$ cat config.mk
export PLATFORM = sky130hd
export DESIGN_NAME = aspr_port
export DESIGN_NICKNAME = d
export VERILOG_FILES = /design/src/include/aspr_pkg.sv /design/src/logic/aspr_port.sv
export SDC_FILE = /design/constraint.sdc
export NUM_CORES = 1
export LEC_CHECK = 0
export ABC_AREA = 1
export BUFFER_PORTS_ARGS = -buffer_cell sky130_fd_sc_hd__buf_2
export CAP_MARGIN = 20
export CELL_PAD_IN_SITES_DETAIL_PLACEMENT = 2
export CELL_PAD_IN_SITES_GLOBAL_PLACEMENT = 2
export CORE_ASPECT_RATIO = 1.2
export CORE_MARGIN = 3
export CORE_UTILIZATION = 30
export CTS_CLUSTER_SIZE = 24
export DETAILED_ROUTE_END_ITERATION = 10
export GPL_ROUTABILITY_DRIVEN = 0
export PLACE_DENSITY_LB_ADDON = 0.1
export REMOVE_ABC_BUFFERS = 1
export SLEW_MARGIN = 0
export SYNTH_ARGS = -nofsm -noshare
export SYNTH_HDL_FRONTEND = slang
export SYNTH_SLANG_ARGS = --single-unit
$ cat constraint.sdc
create_clock -name clk_sys -period 4.05 [get_ports clk_sys]
set_input_delay 0.2025 -clock clk_sys [delete_from_list [all_inputs] [get_ports clk_sys]]
set_output_delay 0.2025 -clock clk_sys [all_outputs]
set_load 0.005 [all_outputs]
$ cat src/include/aspr_pkg.sv
// constants and types for the converter serial port with ready and crc
package aspr_pkg;
	localparam int unsigned CLK_MHZ          = 200;
	localparam int unsigned TIMEOUT_CYC      = 65536;   // master clock cycles
	localparam int unsigned LATE_WIN_CYC     = 16;      // master clock cycles before ready edge
	localparam logic [7:0]  CRC_POLY         = 8'h07;   // x^8+x^2+x+1, top bit implicit
	localparam logic [7:0]  CRC_PRESET       = 8'hff;
	localparam logic [7:0]  FIRST_BYTE_OUT   = 8'hff;
	localparam logic [23:0] CODE_POS_FS      = 24'h7fffff;
	localparam logic [23:0] CODE_NEG_FS      = 24'h800000;
	localparam logic [7:0]  CMD_READ_DATA    = 8'h12;
	localparam logic [7:0]  CMD_STATUS_READ  = 8'h21;   // register read, status register address
	localparam logic [2:0]  CMD_READ_MASK    = 3'h1;    // top three opcode bits of a register read
	localparam int unsigned STAT_READY_BIT   = 6;
	localparam int unsigned STAT_CRC_ERROR_FLAG_BIT  = 5;
	typedef enum logic [1:0] {
		ASPR_IDLE_type_s = 2'b00,
		ASPR_CMD_s       = 2'b01,
		ASPR_RESP_s      = 2'b10,
		ASPR_DONE_s      = 2'b11
	} aspr_state_type;
endpackage : aspr_pkg

$ cat src/logic/aspr_port.sv
// serial host port: shared out/ready pin, auto-reset, ready timing, status, crc
`timescale 1ns/1ps
// What this block does
// - shared pin shifts data during a read, reverts to ready indication afterwards
// - output bits change on serial clock rising edges; host samples on falling
// - in ready mode shared pin mirrors ready output when selected, floats otherwise
// - chip select high returns serial logic to its initial state
// - first rising edge starts timer; byte must finish in 65536 clocks
// - byte finished in time does not reset; supervision restarts next rising edge
// - serial clock low for 65536 clocks resets interface
// - auto-reset gated by enable bit, disabled after reset
// - continuous mode: ready high at start, low when new data arrive
// - continuous mode: ready high at read end; unread data pulse ready high 16 clocks early
// - late read returns old data; ready low deferred to read end, status clear
// - late read with new data: ready falls on time, status bit set
// - pulse mode: ready high at start, low when ready, stays low through reads
// - status ready bit set when data new since previous read
// - response is optional status, three data bytes, optional crc over both
// - status byte prepended only when status enable set; status readable directly
// - results 24-bit two's complement, sign bit first
// - out-of-range results saturate at full scale codes
// - crc mode: two bytes, crc, zero byte; match executes and returns crc
// - successful crc read appends crc over returned payload
// - mismatch skips command, returns inverted crc, sets crc error flag
// - crc polynomial x^8+x^2+x+1, preset all ones
// - second byte slot echoes first command byte; third slot echoes second command byte in crc mode only
// - serial mode with clock idling low, phase one
// - chip select high ignores serial clock; ready output keeps running
module aspr_port #(
	parameter int unsigned TIMEOUT = aspr_pkg::TIMEOUT_CYC
) (
	input  wire logic        clk_sys,
	input  wire logic        rstn,
	input  wire logic        cs_n,
	input  wire logic        sclk,
	input  wire logic        din,
	output logic             shared_out_ready_pin,
	output logic             shared_out_ready_pin_oe_n,
	output logic             conversion_ready_n,
	input  wire logic        serial_timeout_enable,
	input  wire logic        status_byte_enable,
	input  wire logic        crc_check_enable,
	input  wire logic        pulse_mode,
	input  wire logic        conv_start,
	input  wire logic        conv_stop,
	input  wire logic        conv_near_done,
	input  wire logic        conv_done,
	input  wire logic signed [25:0] conv_raw,
	input  wire logic [7:0]  status_other,
	output logic             crc_error_flag,
	output logic             cmd_valid,
	output logic [7:0]       cmd_byte1,
	output logic [7:0]       cmd_byte2
);
	import aspr_pkg::*;

	// largest timeout that the 17-bit supervision timers can count
	localparam int unsigned TMO_MAX = 131072;

	// refuse a timeout that the timers cannot count or that would fire at once
	if (TIMEOUT < 2 || TIMEOUT > TMO_MAX) begin : g_bad_timeout
		$error("timeout out of range");
	end

	// crc step over one byte, msb first; the same step serves commands, status and data,
	// so host and device can never disagree on bit order
	function automatic logic [7:0] crc_byte(input logic [7:0] c, input logic [7:0] d);
		logic [7:0] r;
		r = c;
		for (int i = 7; i >= 0; i--)
			r = (r[7] ^ d[i]) ? ((r << 1) ^ CRC_POLY) : (r << 1);
		return r;
	endfunction : crc_byte

	// saturate a wide result to 24 bits; clipping instead of wrapping keeps an overdriven
	// input from reading as the opposite full scale
	function automatic logic [23:0] sat24(input logic signed [25:0] v);
		if (v > $signed({2'b00, CODE_POS_FS}))
			return CODE_POS_FS;
		else if (v < $signed({2'b11, CODE_NEG_FS}))
			return CODE_NEG_FS;
		return v[23:0];
	endfunction : sat24

	// two-flop synchronisers for pins
	logic [1:0] cs_s_q, sclk_s_q, din_s_q;
	logic       sclk_d1_q;
	always_ff @(posedge clk_sys or negedge rstn) begin
		if (!rstn) begin
			cs_s_q    <= 2'b11;
			sclk_s_q  <= 2'b00;
			din_s_q   <= 2'b00;
			sclk_d1_q <= 1'b0;
		end else begin
			cs_s_q    <= {cs_s_q[0], cs_n};
			sclk_s_q  <= {sclk_s_q[0], sclk};
			din_s_q   <= {din_s_q[0], din};
			sclk_d1_q <= sclk_s_q[1];
		end
	end

	// edges are found one clock after the second flop, so a serial edge is seen 2-3 clocks late;
	// that delay is why the serial clock must stay well below a quarter of the system clock
	wire cs_hi   = cs_s_q[1];
	wire sck_rise = !cs_hi && sclk_s_q[1] && !sclk_d1_q;
	wire sck_fall = !cs_hi && !sclk_s_q[1] && sclk_d1_q;

	// timeout supervision: one timer runs from the first rising edge of a byte to its end,
	// another counts how long the serial clock has been low; both only act when enabled,
	// so a slow host is never cut off unless it asked for the protection
	logic [16:0] tmo_q;
	logic        tmo_run_q;
	logic [16:0] low_q;
	logic [3:0]  bit_q;
	wire byte_tmo  = serial_timeout_enable && tmo_run_q && (tmo_q >= 17'(TIMEOUT - 1));
	wire low_reset = serial_timeout_enable && (low_q >= 17'(TIMEOUT - 1));
	wire if_reset  = cs_hi || byte_tmo || low_reset;
	wire byte_end  = sck_fall && (bit_q == 4'h7);

	always_ff @(posedge clk_sys or negedge rstn) begin
		if (!rstn) begin
			tmo_q     <= 17'h00000;
			tmo_run_q <= 1'b0;
			low_q     <= 17'h00000;
		end else begin
			low_q <= (sclk_s_q[1] || low_reset) ? 17'h00000 : low_q + 17'h00001;
			if (if_reset || byte_end) begin
				tmo_run_q <= 1'b0;
				tmo_q     <= 17'h00000;
			end else if (sck_rise && !tmo_run_q) begin
				tmo_run_q <= 1'b1;
				tmo_q     <= 17'h00000;
			end else if (tmo_run_q)
				tmo_q <= tmo_q + 17'h00001;
		end
	end

	// conversion ready and data holding
	// a result that lands while a late read is answering is parked in the converter's own
	// output and picked up when the read ends; the ready level falls only then, so the host
	// is never told about data that it has not been offered yet
	logic [23:0] data_q;
	logic        new_q, ready_n_q, defer_q, late_q;
	aspr_state_type st_q;
	logic        is_data_q;
	wire reading = (st_q == ASPR_RESP_s) && is_data_q;
	wire read_done;

	always_ff @(posedge clk_sys or negedge rstn) begin
		if (!rstn) begin
			data_q    <= 24'h000000;
			new_q     <= 1'b0;
			ready_n_q <= 1'b1;
			defer_q   <= 1'b0;
			late_q    <= 1'b0;
		end else begin
			if (conv_near_done && !pulse_mode)
				late_q <= 1'b1;
			if (conv_start || conv_stop) begin
				ready_n_q <= 1'b1;
				late_q    <= 1'b0;
			end else if (conv_done) begin
				late_q <= 1'b0;
				if (reading && late_q) begin
					defer_q <= 1'b1;
					new_q   <= 1'b1;
				end else begin
					data_q    <= sat24(conv_raw);
					new_q     <= 1'b1;
					ready_n_q <= 1'b0;
				end
			end else if (conv_near_done && !pulse_mode && ready_n_q == 1'b0)
				ready_n_q <= 1'b1;
			else if (read_done) begin
				new_q <= defer_q;
				if (defer_q) begin
					data_q    <= sat24(conv_raw);
					ready_n_q <= 1'b0;
					defer_q   <= 1'b0;
				end else if (!pulse_mode)
					ready_n_q <= 1'b1;
			end
		end
	end
	assign conversion_ready_n = ready_n_q;

	// status byte: the converter's own bits with the ready and crc error positions replaced;
	// the ready bit stays clear while a late read is being answered with the old result
	logic [7:0] status_w;
	always_comb begin
		status_w                  = status_other;
		status_w[STAT_READY_BIT]  = new_q && !defer_q;
		status_w[STAT_CRC_ERROR_FLAG_BIT] = crc_error_flag;
	end

	// command receive and response shift
	// bytes are assembled on falling edges; the byte to send next is loaded on the falling
	// edge that ends the previous one, so its first bit stands before the host's next sample
	// and later bits move on rising edges
	logic [7:0]  sh_in_q, b1_q, b2_q, b3_q, out_q, crc_q;
	logic [2:0]  byte_q;
	logic [39:0] resp_q;
	logic [2:0]  resp_left_q;
	logic        crc_error_flag_q, bad_q;
	wire  [2:0]  cmd_len   = crc_check_enable ? 3'h4 : 3'h2;
	wire  [7:0]  rx_byte   = {sh_in_q[6:0], din_s_q[1]};
	wire         cmd_last  = byte_end && (st_q == ASPR_CMD_s) && (byte_q == cmd_len - 3'h1);
	wire         crc_ok    = crc_byte(crc_byte(CRC_PRESET, b1_q), b2_q) == b3_q;
	wire         exec      = cmd_last && (!crc_check_enable || crc_ok);
	wire         is_rdata  = b1_q == CMD_READ_DATA;
	wire         is_status = b1_q == CMD_STATUS_READ;
	wire  [7:0]  cmd_crc   = crc_byte(crc_byte(CRC_PRESET, b1_q), b2_q);
	wire  [7:0]  crc_s     = crc_byte(CRC_PRESET, status_w);
	wire  [7:0]  crc_d     = crc_byte(crc_byte(crc_byte(status_byte_enable ? crc_s : CRC_PRESET,
		data_q[23:16]), data_q[15:8]), data_q[7:0]);
	// a response ends on the falling edge that completes its last byte
	wire         go_resp   = exec && (is_rdata || is_status);
	wire         resp_end  = (st_q == ASPR_RESP_s) && byte_end && (resp_left_q == 3'h1);
	wire         crc_match = cmd_crc == rx_byte;
	assign read_done = reading && (resp_end || if_reset);

	always_ff @(posedge clk_sys or negedge rstn) begin
		if (!rstn) begin
			st_q <= ASPR_CMD_s; sh_in_q <= 8'h00; bit_q <= 4'h0; byte_q <= 3'h0;
			b1_q <= 8'h00; b2_q <= 8'h00; b3_q <= 8'h00; out_q <= FIRST_BYTE_OUT;
			resp_q <= 40'h0; resp_left_q <= 3'h0; crc_error_flag_q <= 1'b0; is_data_q <= 1'b0;
		end else begin
			if (st_q == ASPR_RESP_s && is_status && byte_end && !cs_hi)
				crc_error_flag_q <= 1'b0;                        // cleared by a status read
			if (cmd_last && crc_check_enable && !crc_ok)
				crc_error_flag_q <= 1'b1;                        // set wins over clear
			// deselection or a timeout drops any partial byte and command
			if (if_reset) begin
				st_q <= ASPR_CMD_s; bit_q <= 4'h0; byte_q <= 3'h0;
				out_q <= FIRST_BYTE_OUT; is_data_q <= 1'b0;
			end else if (sck_rise && bit_q != 4'h0)
				out_q <= {out_q[6:0], 1'b1};            // shift on rising edge
			else if (sck_fall) begin
				sh_in_q <= rx_byte;
				bit_q   <= (bit_q == 4'h7) ? 4'h0 : bit_q + 4'h1;
				if (byte_end) begin
					case (st_q)
						ASPR_CMD_s: begin
							byte_q <= byte_q + 3'h1;
							if (byte_q == 3'h0) begin b1_q <= rx_byte; out_q <= rx_byte; end
							if (byte_q == 3'h1) begin b2_q <= rx_byte; out_q <= rx_byte; end
							// the fourth slot answers with the crc of the bytes received,
							// inverted when it disagrees with the crc the host sent
							if (byte_q == 3'h2) begin
								b3_q  <= rx_byte;
								out_q <= crc_match ? cmd_crc : ~cmd_crc;
							end
						end
						ASPR_RESP_s: resp_left_q <= resp_left_q - 3'h1;
						default: ;
					endcase
					if (cmd_last) begin
						byte_q <= 3'h0;
						if (exec && (is_rdata || is_status)) begin
							st_q      <= ASPR_RESP_s;
							is_data_q <= is_rdata;
							if (is_rdata) begin
								resp_q <= status_byte_enable ? {status_w, data_q, crc_d}
									: {data_q, crc_d, 8'hff};
								resp_left_q <= 3'((status_byte_enable ? 4 : 3) + (crc_check_enable ? 1 : 0));
							end else begin
								resp_q      <= {status_w, crc_s, 24'hffffff};
								resp_left_q <= crc_check_enable ? 3'h2 : 3'h1;
							end
						end
					end else if (st_q == ASPR_RESP_s)
						resp_q <= {resp_q[31:0], 8'hff};
				end
			end else if (st_q == ASPR_RESP_s && bit_q == 4'h0 && !sck_rise)
				out_q <= resp_q[39:32];                  // msb first
			if (resp_end && !if_reset)
				st_q <= ASPR_CMD_s;
		end
	end

	// flag and the last command's bytes straight from their registers
	assign crc_error_flag = crc_error_flag_q;
	assign cmd_valid = exec;
	assign cmd_byte1 = b1_q;
	assign cmd_byte2 = b2_q;

	// the pin carries shift data from the first serial clock edge of a frame until the command,
	// or the response that it asks for, is over; at all other times it repeats the ready level.
	// tying this to the frame rather than to the response alone lets the host see the idle byte
	// and the echoes that precede the answer
	logic busy_q;
	always_ff @(posedge clk_sys or negedge rstn) begin
		if (!rstn)
			busy_q <= 1'b0;
		else if (if_reset || resp_end || (cmd_last && !go_resp))
			busy_q <= 1'b0;
		else if (sck_rise)
			busy_q <= 1'b1;
	end

	// pin drive follows the synchronised chip select, so it floats a few clocks after deselection
	assign shared_out_ready_pin      = busy_q ? out_q[7] : ready_n_q;
	assign shared_out_ready_pin_oe_n = cs_hi;
endmodule : aspr_port
**After elaboration in Yosys (flattened, before gate mapping)**

Cells that the tools add are included.

- Input port bits: 47
- Latch bits: 0
- Memory bits (writable): 0
- Flip-flop bits (word level): 164
- ROM bits: 0
- Output and inout bits: 21
- Memories kept: 0
- Word-level logic and storage cells: 385

- $lt $le $gt $ge: 4
- Shifts and indexed selects: 0
- Multipliers: 0
- Add/subtract/negate cells: 7
- Divide/modulo/power cells: 0
- Mux-type cells: 142
- Reduce and logical (&&, ||, !) cells: 88
- Bitwise gates (word level): 97
- Equal/unequal tests: 22

Operator list:

| kind | count |
|---|---|
| 24-bit two-way mux | 9 |
| 40-bit two-way mux | 5 |
| 3-bit two-way mux | 60 |
| 3-bit inverter | 46 |
| 8-bit two-way mux | 11 |
| 17-bit two-way mux | 4 |
| 1-bit two-way mux | 41 |
| 1-bit XOR | 36 |
| 17-bit by 1-bit adder with 17-bit output (second input constant) | 2 |
| 17-bit by 16-bit greater-or-equal comparator with 1-bit output (second input constant) | 2 |
| 1-bit logical AND | 31 |
| 26-bit by 24-bit > comparator with 1-bit output (second input constant) | 1 |
| 26-bit by 24-bit less-than comparator with 1-bit output (second input constant) | 1 |
| 6-bit AND reduction | 4 |
| 3-bit nonzero test | 7 |
| 2-bit nonzero test | 10 |
| 8-bit equality test | 2 |
| 2-bit two-way mux | 8 |
| 4-bit two-way mux | 4 |
| 4-bit AND reduction | 4 |
| 5-bit AND reduction | 3 |
| 4-bit nonzero test | 3 |
| 1-bit zero test | 11 |
| 1-bit XOR (first input constant) | 10 |
| 26 further kinds | 45 |

**Longest topological paths before layout**

Gate-level depths: netlist (run 1).

- Depth after elaboration: 69
- Mapped depth: 31

**Worst setup path after synthesis (run 1)**

No wires, ideal clock.

- Path type: register to register
- From: register low_q[0]
- To: register b1_q[5] (netlist: cmd_byte1[5])
- Period minus slack after synthesis: 3295 ps
- Arrival: 3168 ps
- Setup time: 127 ps
- Buffers on the path: 2
- Slack: 755 ps
- Data required time: 3923 ps
- Stages on the path, launching flop included: 30
- Cells stage by stage: dfrtp_1 ha_1 nand2_1 nor2_1 inv_1 nor2_1 nand2_1 inv_1 nand2_1 inv_1 nand2_1 nor3b_1 nand2_1 nor2_1 nand2_1 nor2_1 nand2_1 nor2_1 ha_1 or2_2 o21ai_1 nand2_2 nor2_1 inv_2 nor2_1 buf_2 nand3_1 buf_2 nand2_1 o21ai_0

- Word-level cells in the longest chain between the ends: 5

RTL lines:

| what | RTL line | text |
|---|---|---|
| start, declared | aspr_port.sv:113 | `logic [16:0] low_q;` |
| start signal, assigned | aspr_port.sv:126 | `low_q <= (sclk_s_q[1] \|\| low_reset) ? 17'h00000 : low_q + 17'h00001;` |
| 17-bit by 16-bit greater-or-equal comparator with 1-bit output | aspr_port.sv:116 | `wire low_reset = serial_timeout_enable && (low_q >= 17'(TIMEOUT - 1));` |
| 1-bit logical AND | aspr_port.sv:116 |  |
| 1-bit logical OR | aspr_port.sv:117 | `wire if_reset = cs_hi \|\| byte_tmo \|\| low_reset;` |
| 1-bit inverter (no line) | -- |  |
| 6-bit AND reduction (no line) | -- |  |
| end signal, assigned | aspr_port.sv:245 | `if (byte_q == 3'h0) begin b1_q <= rx_byte; out_q <= rx_byte; end` |
| end, declared | aspr_port.sv:200 | `logic [7:0] sh_in_q, b1_q, b2_q, b3_q, out_q, crc_q;` |

Every way passes these cells.
A chain may end at the register's enable or synchronous reset.

**Worst setup path after layout (run 1)**

- From: register low_q[0]
- To: register data_q[18]

- Word-level cells in the longest chain between the ends: 7

RTL lines:

| what | RTL line | text |
|---|---|---|
| 17-bit by 16-bit greater-or-equal comparator with 1-bit output | aspr_port.sv:116 |  |
| 1-bit logical AND | aspr_port.sv:116 |  |
| 1-bit logical OR | aspr_port.sv:117 |  |
| 1-bit logical OR | aspr_port.sv:220 | `assign read_done = reading && (resp_end \|\| if_reset);` |
| 1-bit logical AND | aspr_port.sv:220 |  |
| 2-bit nonzero test (no line) | -- |  |
| 5-bit AND reduction (no line) | -- |  |
| end signal, assigned | aspr_port.sv:168 | `data_q <= sat24(conv_raw);` |
| end signal, assigned | aspr_port.sv:177 | `data_q <= sat24(conv_raw);` |
| end, declared | aspr_port.sv:142 | `logic [23:0] data_q;` |

Every way passes these cells.

==> implementation parameters, run 1 <==
Parameter                              Value

Synthesis
  Synthesized-area fraction occupied by adder cells ... between 2 and 2.5%
  Synth warn ... 0
  Number of distinct library cells after synthesis ... 57
  Multiplexer share of the synthesized area ... 0%
  Number of standard cells after synthesis ... 1484
  Dominant combinational cell family by area after synthesis ... simple AND/OR/NAND/NOR gates
  Fraction of the mapped netlist area in simple logic gates ... between 30% and 40%
  Average size of a mapped cell ... 7.06 sq um
  Netlist Area Pre-Place ... about 10000 sq um
  Compound-gate portion of the synthesized area ... around an eighth
  Sequential share of the synthesized area ... between 30% and 40%
  Post-synthesis share of cell area spent on xor and xnor gates ... 5.68%
  Number of flip-flops and latches in the synthesized netlist ... 164

Final layout
  Syn-to-layout area delta ... 18.5%
  Antenna diode count ... 0
  Util after Layout ... 36.3%
  Commonest non-fill, non-tap cell in the layout ... sky130_fd_sc_hd__nand2_1
  Fillcell total ... roughly 4100
  Ratio of cells with drive above 1 in the final layout ... ~14%
  Final non-filler cell total ... 2049
  Number of nets in the finished design ... between 1500 and 2000
  Commonest non-fill, non-tap cells in the layout ... sky130_fd_sc_hd__nand2_1 (493), sky130_fd_sc_hd__inv_1 (160), sky130_fd_sc_hd__dfrtp_1 (152)

Routing
  Post-route antenna net violation count ... 0
  Via count ... ~10000
  First-pass DRT Iterations ... 4
  DR DRC count ... 0
  Per-cell routed wire length ... about 18 um
  Mean number of vias per cell ... between 4 and 5
  Number of DRC violations after detailed-routing iteration 0 ... about 340
  Sum of routed wire length over all layers ... 37400 um

Worst setup path
  Count of buffer and inverter cells on the critical path ... 6
  Slowest cell on the critical path ... sky130_fd_sc_hd__dfrtp_1
  CP required ... 4410 ps
  Kind of critical path ... flop to flop
  Worst EP arrival ... approximately 4200 ps
  Delay of the slowest cell on the worst path ... 370 ps
  Kind of start point of the critical path ... flop
  Category of cells accounting for the largest share of critical-path delay ... simple AND/OR/NAND/NOR gates
  Critical Path Fanout Max ... 6
  Element type at the critical path end ... flop

STA
  Min cycle time layout ... approximately 3800 ps
  Fin. Hold Viols ... 0
  Measured slew at the worst slew-check pin ... between 700 and 800 ps
  Setup-failing EPs final ... 0
  Worst slew slack as a fraction of its limit ... 51.0%
  Final worst-path cycle share ... between 90 and 100%
  Fin. max-slew vios ... 0
  Fin Hold WS ... approximately 46 ps
  Layout Skew ... roughly 9 ps
  Fmax ... 261 MHz

Clock network
  Clock tree from TritonCTS ... built
  # clock sinks ... 164
  Total number of H-tree levels ... 4
  Number of buffers inserted during clock tree synthesis ... 17
  Clock transition time at the flip-flop clock pins of the worst setup and hold paths ... approximately 70 ps
  Clock root buffer ... sky130_fd_sc_hd__clkbuf_16
  Maximum clock insertion buffer count ... 2
  Worst skew pair latency ... about 450 ps

Job
  Number of max-cap violations ... 0

Floorplanning
  Core outline area ... about 34000 sq um
  Die X ... 177 um
  Die footprint ... around 37000 sq um
  Standard-cell row count ... 74
  Die boundary height ... between 200 and 250 um
  Number of top-level pins ... 68
  Initial cell density of the core ... between 30 and 40%

Power
  Max IR drop VDD ... approximately 0.3 mV
  Leakage Power ... about 6.0 nW
  Power Density ... between 400 and 500 nW/um^2
  Switch Pwr ... roughly 2.0 mW
  Share of power burned in the clock network ... between 30% and 40%
  Cell-internal power ... between 3 and 4 mW
  Switching Share ... 39.7%
  Share of power burned in registers ... a little over a third
  Fraction of power consumed by combinational cells ... approximately 32%

Global route
  Via count of the first global-routing pass ... ~11000
  GRT Residual Overflow ... 0
  Initial antenna violation count ... 0
  Pin count of the biggest net entering global routing ... 76
  Aggregate global-route resource usage ... roughly a fifth
  Global-route wire length before repair ... roughly 59000 um

Placement
  Count of input and output buffers ... between 60 and 70
  # placed instances ... between 1500 and 2000
  Post-detailed-placement half-perimeter wirelength ... approximately 28000 um

Worst hold path
  Worst hold path class ... primary input to flop

Status
  Result of the run ... complete, no violations
==> registers in the layout (all words and copies together) (netlist names), 2 cells and up <==
signal / flops
st_q: 2
b3_q: 8
din_s_q: 2
sclk_s_q: 2
resp_q: 40
out_q: 8
byte_q: 3
bit_q: 4
sh_in_q: 7
data_q: 24
low_q: 17
cs_s_q: 2
resp_left_q: 3
cmd_byte1: 8
cmd_byte2: 8
tmo_q: 17
==> routing by layer <==
metal / track usage [%] / up-vias / part of all wire (%)
met5: 0 / - / 0
met4: 5.69 / 0 / 2.2
met3: 2.46 / 38 / 1.9
met2: 39.0 / 105 / 56
met1: 22.5 / 5049 / 40
li1: - / 4979 / -
==> power groups by stage <==
stage / Sequential (mW) / Combinational [mW] / Clock [mW]
detailed placement: 1.87 / 1.65 / 0
global placement: 1.86 / 1.59 / 0
floorplan: 1.82 / 1.13 / 0
CTS: 1.83 / 1.67 / 1.70
global route: 1.85 / 1.90 / 1.77
finish: 1.83 / 1.65 / 1.65
==> cell families after synthesis <==
family / after synthesis
DFF: 164
xor gates and xnor gates: 63
AOI/OAI and AO/OA: 219
buffers and inverters: 215
adders and majority gates: 17
and+or+nand+nor: 806
==> synthesized netlist by cell type, drive strengths merged <==
master	n	share of area, %
nand4	16	0.96
xnor2	19	1.7
o31ai	1	0.072
ha	17	2.0
dfrtp	152	36
nand3	136	6.9
a21o	1	0.072
nor3b	11	0.79
o221ai	9	0.75
a22oi	2	0.14
a21oi	65	3.2
nor4b	1	0.084
nand2	512	19
nor2	94	3.5
o2111ai	1	0.084
inv	170	6.1
xor2	43	3.8
o22ai	8	0.48
a31oi	1	0.060
dfstp	12	3.0
o32ai	3	0.25
o21bai	1	0.072
clkinv	4	0.16
or2	7	0.42
a22o	1	0.084
nor4	2	0.12
nor3	24	1.3
nand3b	3	0.21
clkbuf	22	0.79
a211o	1	0.084
a32o	1	0.096
o21ai	113	5.5
o211ai	3	0.21
buf	19	1.1
o21a	4	0.29
xnor3	1	0.21
a21boi	4	0.36
==> tightest hold or removal path: stages <==
cell	delay, ps
sky130_fd_sc_hd__buf_2	70
sky130_fd_sc_hd__nor2_1	50
sky130_fd_sc_hd__o21ai_0	80
sky130_fd_sc_hd__nor2_1	40
==> repair_timing <==
item / in CTS / in global routing
gates resized for setup: 1 / 42
hold endpoints to repair: 52 / 0
cloned: 0 / 5
endpoints found under the setup margin: 4 / 95
pin swaps: 0 / 14
hold buffers: 6 / 0
buffers inserted: 0 / 15
==> area by class of cell <==
class / instances / area [sq um] / share of cell area, %
multi-input cells: 1105 / 5640 / 45.4
clock buffers: 19 / 443 / 3.57
inverters: 174 / 661 / 5.32
flip-flops and latches: 164 / 4120 / 33.2
repair buffers: 118 / 848 / 6.83
well taps: 456 / 571 / 4.59
clock inverters: 13 / 136 / 1.10
==> metrics by stage <==
| stage | setup TNS (ps) | cell area (sq um) | setup WS (ps) | total power [mW] |
|---|---|---|---|---|
| floorplan | -17760 | 10300 | -682 | 2.96 |
| global placement | 0 | 11400 | 203 | 3.45 |
| detailed placement | 0 | 11400 | 41.4 | 3.52 |
| CTS | 0 | 12100 | 37.4 | 5.21 |
| global route | -1870 | 12400 | -111 | 5.52 |
| finish | 0 | 12400 | 218 | 5.14 |
==> path summary, 6_finish.rpt <==
| kind | cells after the start | start | slack (ps) | to |
|---|---|---|---|---|
| worst max-delay path | 31 | low_q[0] | 220 | data_q[18] |
| worst min-delay path | 4 | conv_stop | 50 | late_q |
| worst max register to register | 31 | low_q[0] | 220 | data_q[18] |
| worst min register to register | 0 | din_s_q[0] | 350 | din_s_q[1] |
| max in group asynchronous | 3 | rstn | 2770 | crc_error_flag |
| min in group asynchronous | 2 | rstn | 280 | b3_q[2] |
(Power assumes the default switching activity.)
==> run 2: changes to the inputs <==
- MAX_ROUTING_LAYER: unset -> met4
==> implementation parameters, run 2 (same netlist as run 1, synthesis figures left out) <==
Parameter                              Value

Status
  Result of the run ... complete, no violations

Floorplanning
  Standard-cell row count ... 74 (unchanged)
  Initial cell density of the core ... 30.6% (unchanged)
  Die boundary height ... 211 um (unchanged)
  Core outline area ... 34300 sq um (unchanged)
  Die footprint ... 37200 sq um (unchanged)
  Number of top-level pins ... 68 (unchanged)
  Die X ... 177 um (unchanged)

Worst hold path
  Worst Min Path Start ... conv_stop
  Hold path endpoint ... late_q
  Worst hold path class ... primary input to flop
  Cells on Worst Hold Path ... 4 (unchanged)

Final layout
  Fillcell total ... 4119 (-0.17%)
  Commonest non-fill, non-tap cells in the layout ... sky130_fd_sc_hd__nand2_1 (493), sky130_fd_sc_hd__inv_1 (160), sky130_fd_sc_hd__dfrtp_1 (152)
  Registers with the most flip-flops ... resp_q (40), data_q (24)
  Number of nets in the finished design ... 1644 (unchanged)
  Most flops, register ... resp_q
  Syn-to-layout area delta ... 18.6% (about the same)
  Ratio of cells with drive above 1 in the final layout ... 14.1% (unchanged)
  Commonest non-fill, non-tap cell in the layout ... sky130_fd_sc_hd__nand2_1
  Number of flip-flops in the largest register ... 40 (unchanged)
  Antenna diode count ... 0 (unchanged)

STA
  Final worst-path cycle share ... 94.6% (about the same)
  Setup-failing EPs final ... 0 (unchanged)
  Layout Skew ... 11.8 ps (+2.49 ps)
  Worst slew slack as a fraction of its limit ... 51.3% (+0.30 points)
  Fin. Hold Viols ... 0 (unchanged)
  Fmax ... 261 MHz (about the same)
  Min cycle time layout ... 3830 ps (+0.0700 ps)
  Fin Hold WS ... 45.9 ps (+0.315 ps)
  Final critical-path setup slack ... 218 ps (-0.0700 ps)
  Fin. max-slew vios ... 0 (unchanged)
  Measured slew at the worst slew-check pin ... 729 ps (-4.51 ps)
  Setup TNS ... 0 ps (unchanged)

Routing
  Routed met2 length ... 21100 um (+0.98%)
  Routed wire length on met3 ... 747 um (+4.0%)
  Mean number of vias per cell ... 4.96 (-0.12%)
  Via count ... 10200 (-0.12%)
  Per-cell routed wire length ... 18.3 um (+0.33%)
  Wl on met1 ... 14900 um (-0.74%)
  Highest layer used for signal routing ... met4
  Number of DRC violations after detailed-routing iteration 0 ... 350 (+2.3%)
  Sum of routed wire length over all layers ... 37500 um (+0.33%)
  DR DRC count ... 0 (unchanged)
  Post-route antenna net violation count ... 0 (unchanged)
  First-pass DRT Iterations ... 4 (unchanged)

Worst setup path
  Kind of start point of the critical path ... flop
  CP required ... 4410 ps (about the same)
  Category of cells accounting for the largest share of critical-path delay ... simple AND/OR/NAND/NOR gates
  Critical Path Fanout Max ... 7 (+1)
  Element type at the critical path end ... flop
  Number of cell instances on the worst register-to-register path ... 31 (unchanged)
  RR Startpoint ... low_q[0]
  Count of buffer and inverter cells on the critical path ... 6 (unchanged)
  R2r endpoint ... data_q[18]
  Kind of critical path ... flop to flop
  Slowest cell on the critical path ... sky130_fd_sc_hd__dfrtp_1
  Delay of the slowest cell on the worst path ... 380 ps (about the same)
  Register-to-register path setup slack ... 220 ps (about the same)
  Worst EP arrival ... 4190 ps (about the same)

Global route
  Pin count of the biggest net entering global routing ... 76 (unchanged)
  Global-route wire length before repair ... 58600 um (about the same)
  Aggregate global-route resource usage ... 20.6% (+0.59 points)
  Via count of the first global-routing pass ... 10800 (-0.15%)
  GRT Residual Overflow ... 0 (unchanged)
  Initial antenna violation count ... 0 (unchanged)

Placement
  Post-detailed-placement half-perimeter wirelength ... 28300 um (unchanged)
  Count of input and output buffers ... 65 (unchanged)
  Pre-CTS setup slack ... 41.4 ps (unchanged)

Power
  Post-layout power ... 5.15 mW (+0.11%)
  Leakage Power ... 6.00 nW (about the same)
  Power Density ... 414 nW/um^2 (about the same)
  Max IR drop VDD ... 0.293 mV (-0.72%)

Clock network
  Clock transition time at the flip-flop clock pins of the worst setup and hold paths ... 70 ps (about the same)
  Worst skew pair latency ... 450 ps (about the same)
  Clock tree from TritonCTS ... built
  Total number of H-tree levels ... 4 (unchanged)
  Maximum clock insertion buffer count ... 2 (unchanged)
  Clock root buffer ... sky130_fd_sc_hd__clkbuf_16
  # clock sinks ... 164 (unchanged)
  Number of buffers inserted during clock tree synthesis ... 17 (unchanged)

Job
  Number of max-cap violations ... 0 (unchanged)
run 2: where the power goes:
part,total [mW],internal (mW),switching [mW]
Combinational,1.66,0.480,1.18
Sequential,1.84,1.74,0.0994
Clock,1.65,0.884,0.771
run 2: metal layers:
metal | global-route usage [%] | vias to the layer above
met5 | - | -
met4 | 5.77 | 0
met3 | 2.34 | 44
met2 | 39.0 | 105
met1 | 22.6 | 5037
li1 | - | 4973
run 2: worst max path at each step:
| stage | from | end | slack [ps] | depth (start not counted) |
|---|---|---|---|---|
| after global routing | low_q[0] | data_q[18] | -70 | 31 |
| after floorplan | cs_s_q[1] | resp_q[2] | -680 | 11 |
| after global placement | low_q[0] | data_q[17] | 200 | 30 |
| after detailed placement | low_q[0] | data_q[13] | 40 | 30 |
| final | low_q[0] | data_q[18] | 220 | 31 |
| after CTS | cmd_byte1[6] | cmd_valid | 40 | 17 |
run 2: repair_timing:
item / CTS / global route
hold endpoints to repair: 52 / 0
pin swaps: 0 / 15
cloned: 0 / 6
hold buffers: 6 / 0
gates resized for setup: 1 / 36
setup buffers: 0 / 14
endpoints found under the setup margin: 4 / 95
run 2: stage by stage:
stage | instance area, sq um | util, % | std cells
2_1_floorplan | 10300 | - | 1443
3_3_place_gp | 11400 | 33.3 | 1991
3_5_place_dp | 11400 | 33.3 | 1991
4_1_cts | 12100 | 35.2 | 2029
5_1_grt | 12400 | 36.3 | 2049
6_report | 12400 | 36.3 | 2049
run 2: area by class of cell:
| cell class | instances | area (sq um) | area share [%] |
|---|---|---|---|
| inverter | 174 | 659 | 5.31 |
| sequential | 164 | 4120 | 33.1 |
| multi-input combinational | 1105 | 5640 | 45.4 |
| clock buffer | 19 | 443 | 3.56 |
| tap | 456 | 571 | 4.59 |
| clock inverter | 13 | 136 | 1.10 |
| timing repair buffer | 118 | 858 | 6.91 |
run 2: worst min-delay path: cells and delay by family:
kind	cells	cell delay, ps
and+or+nand+nor	2	90
buffers and inverters	1	70
AOI/OAI and AO/OA	1	80
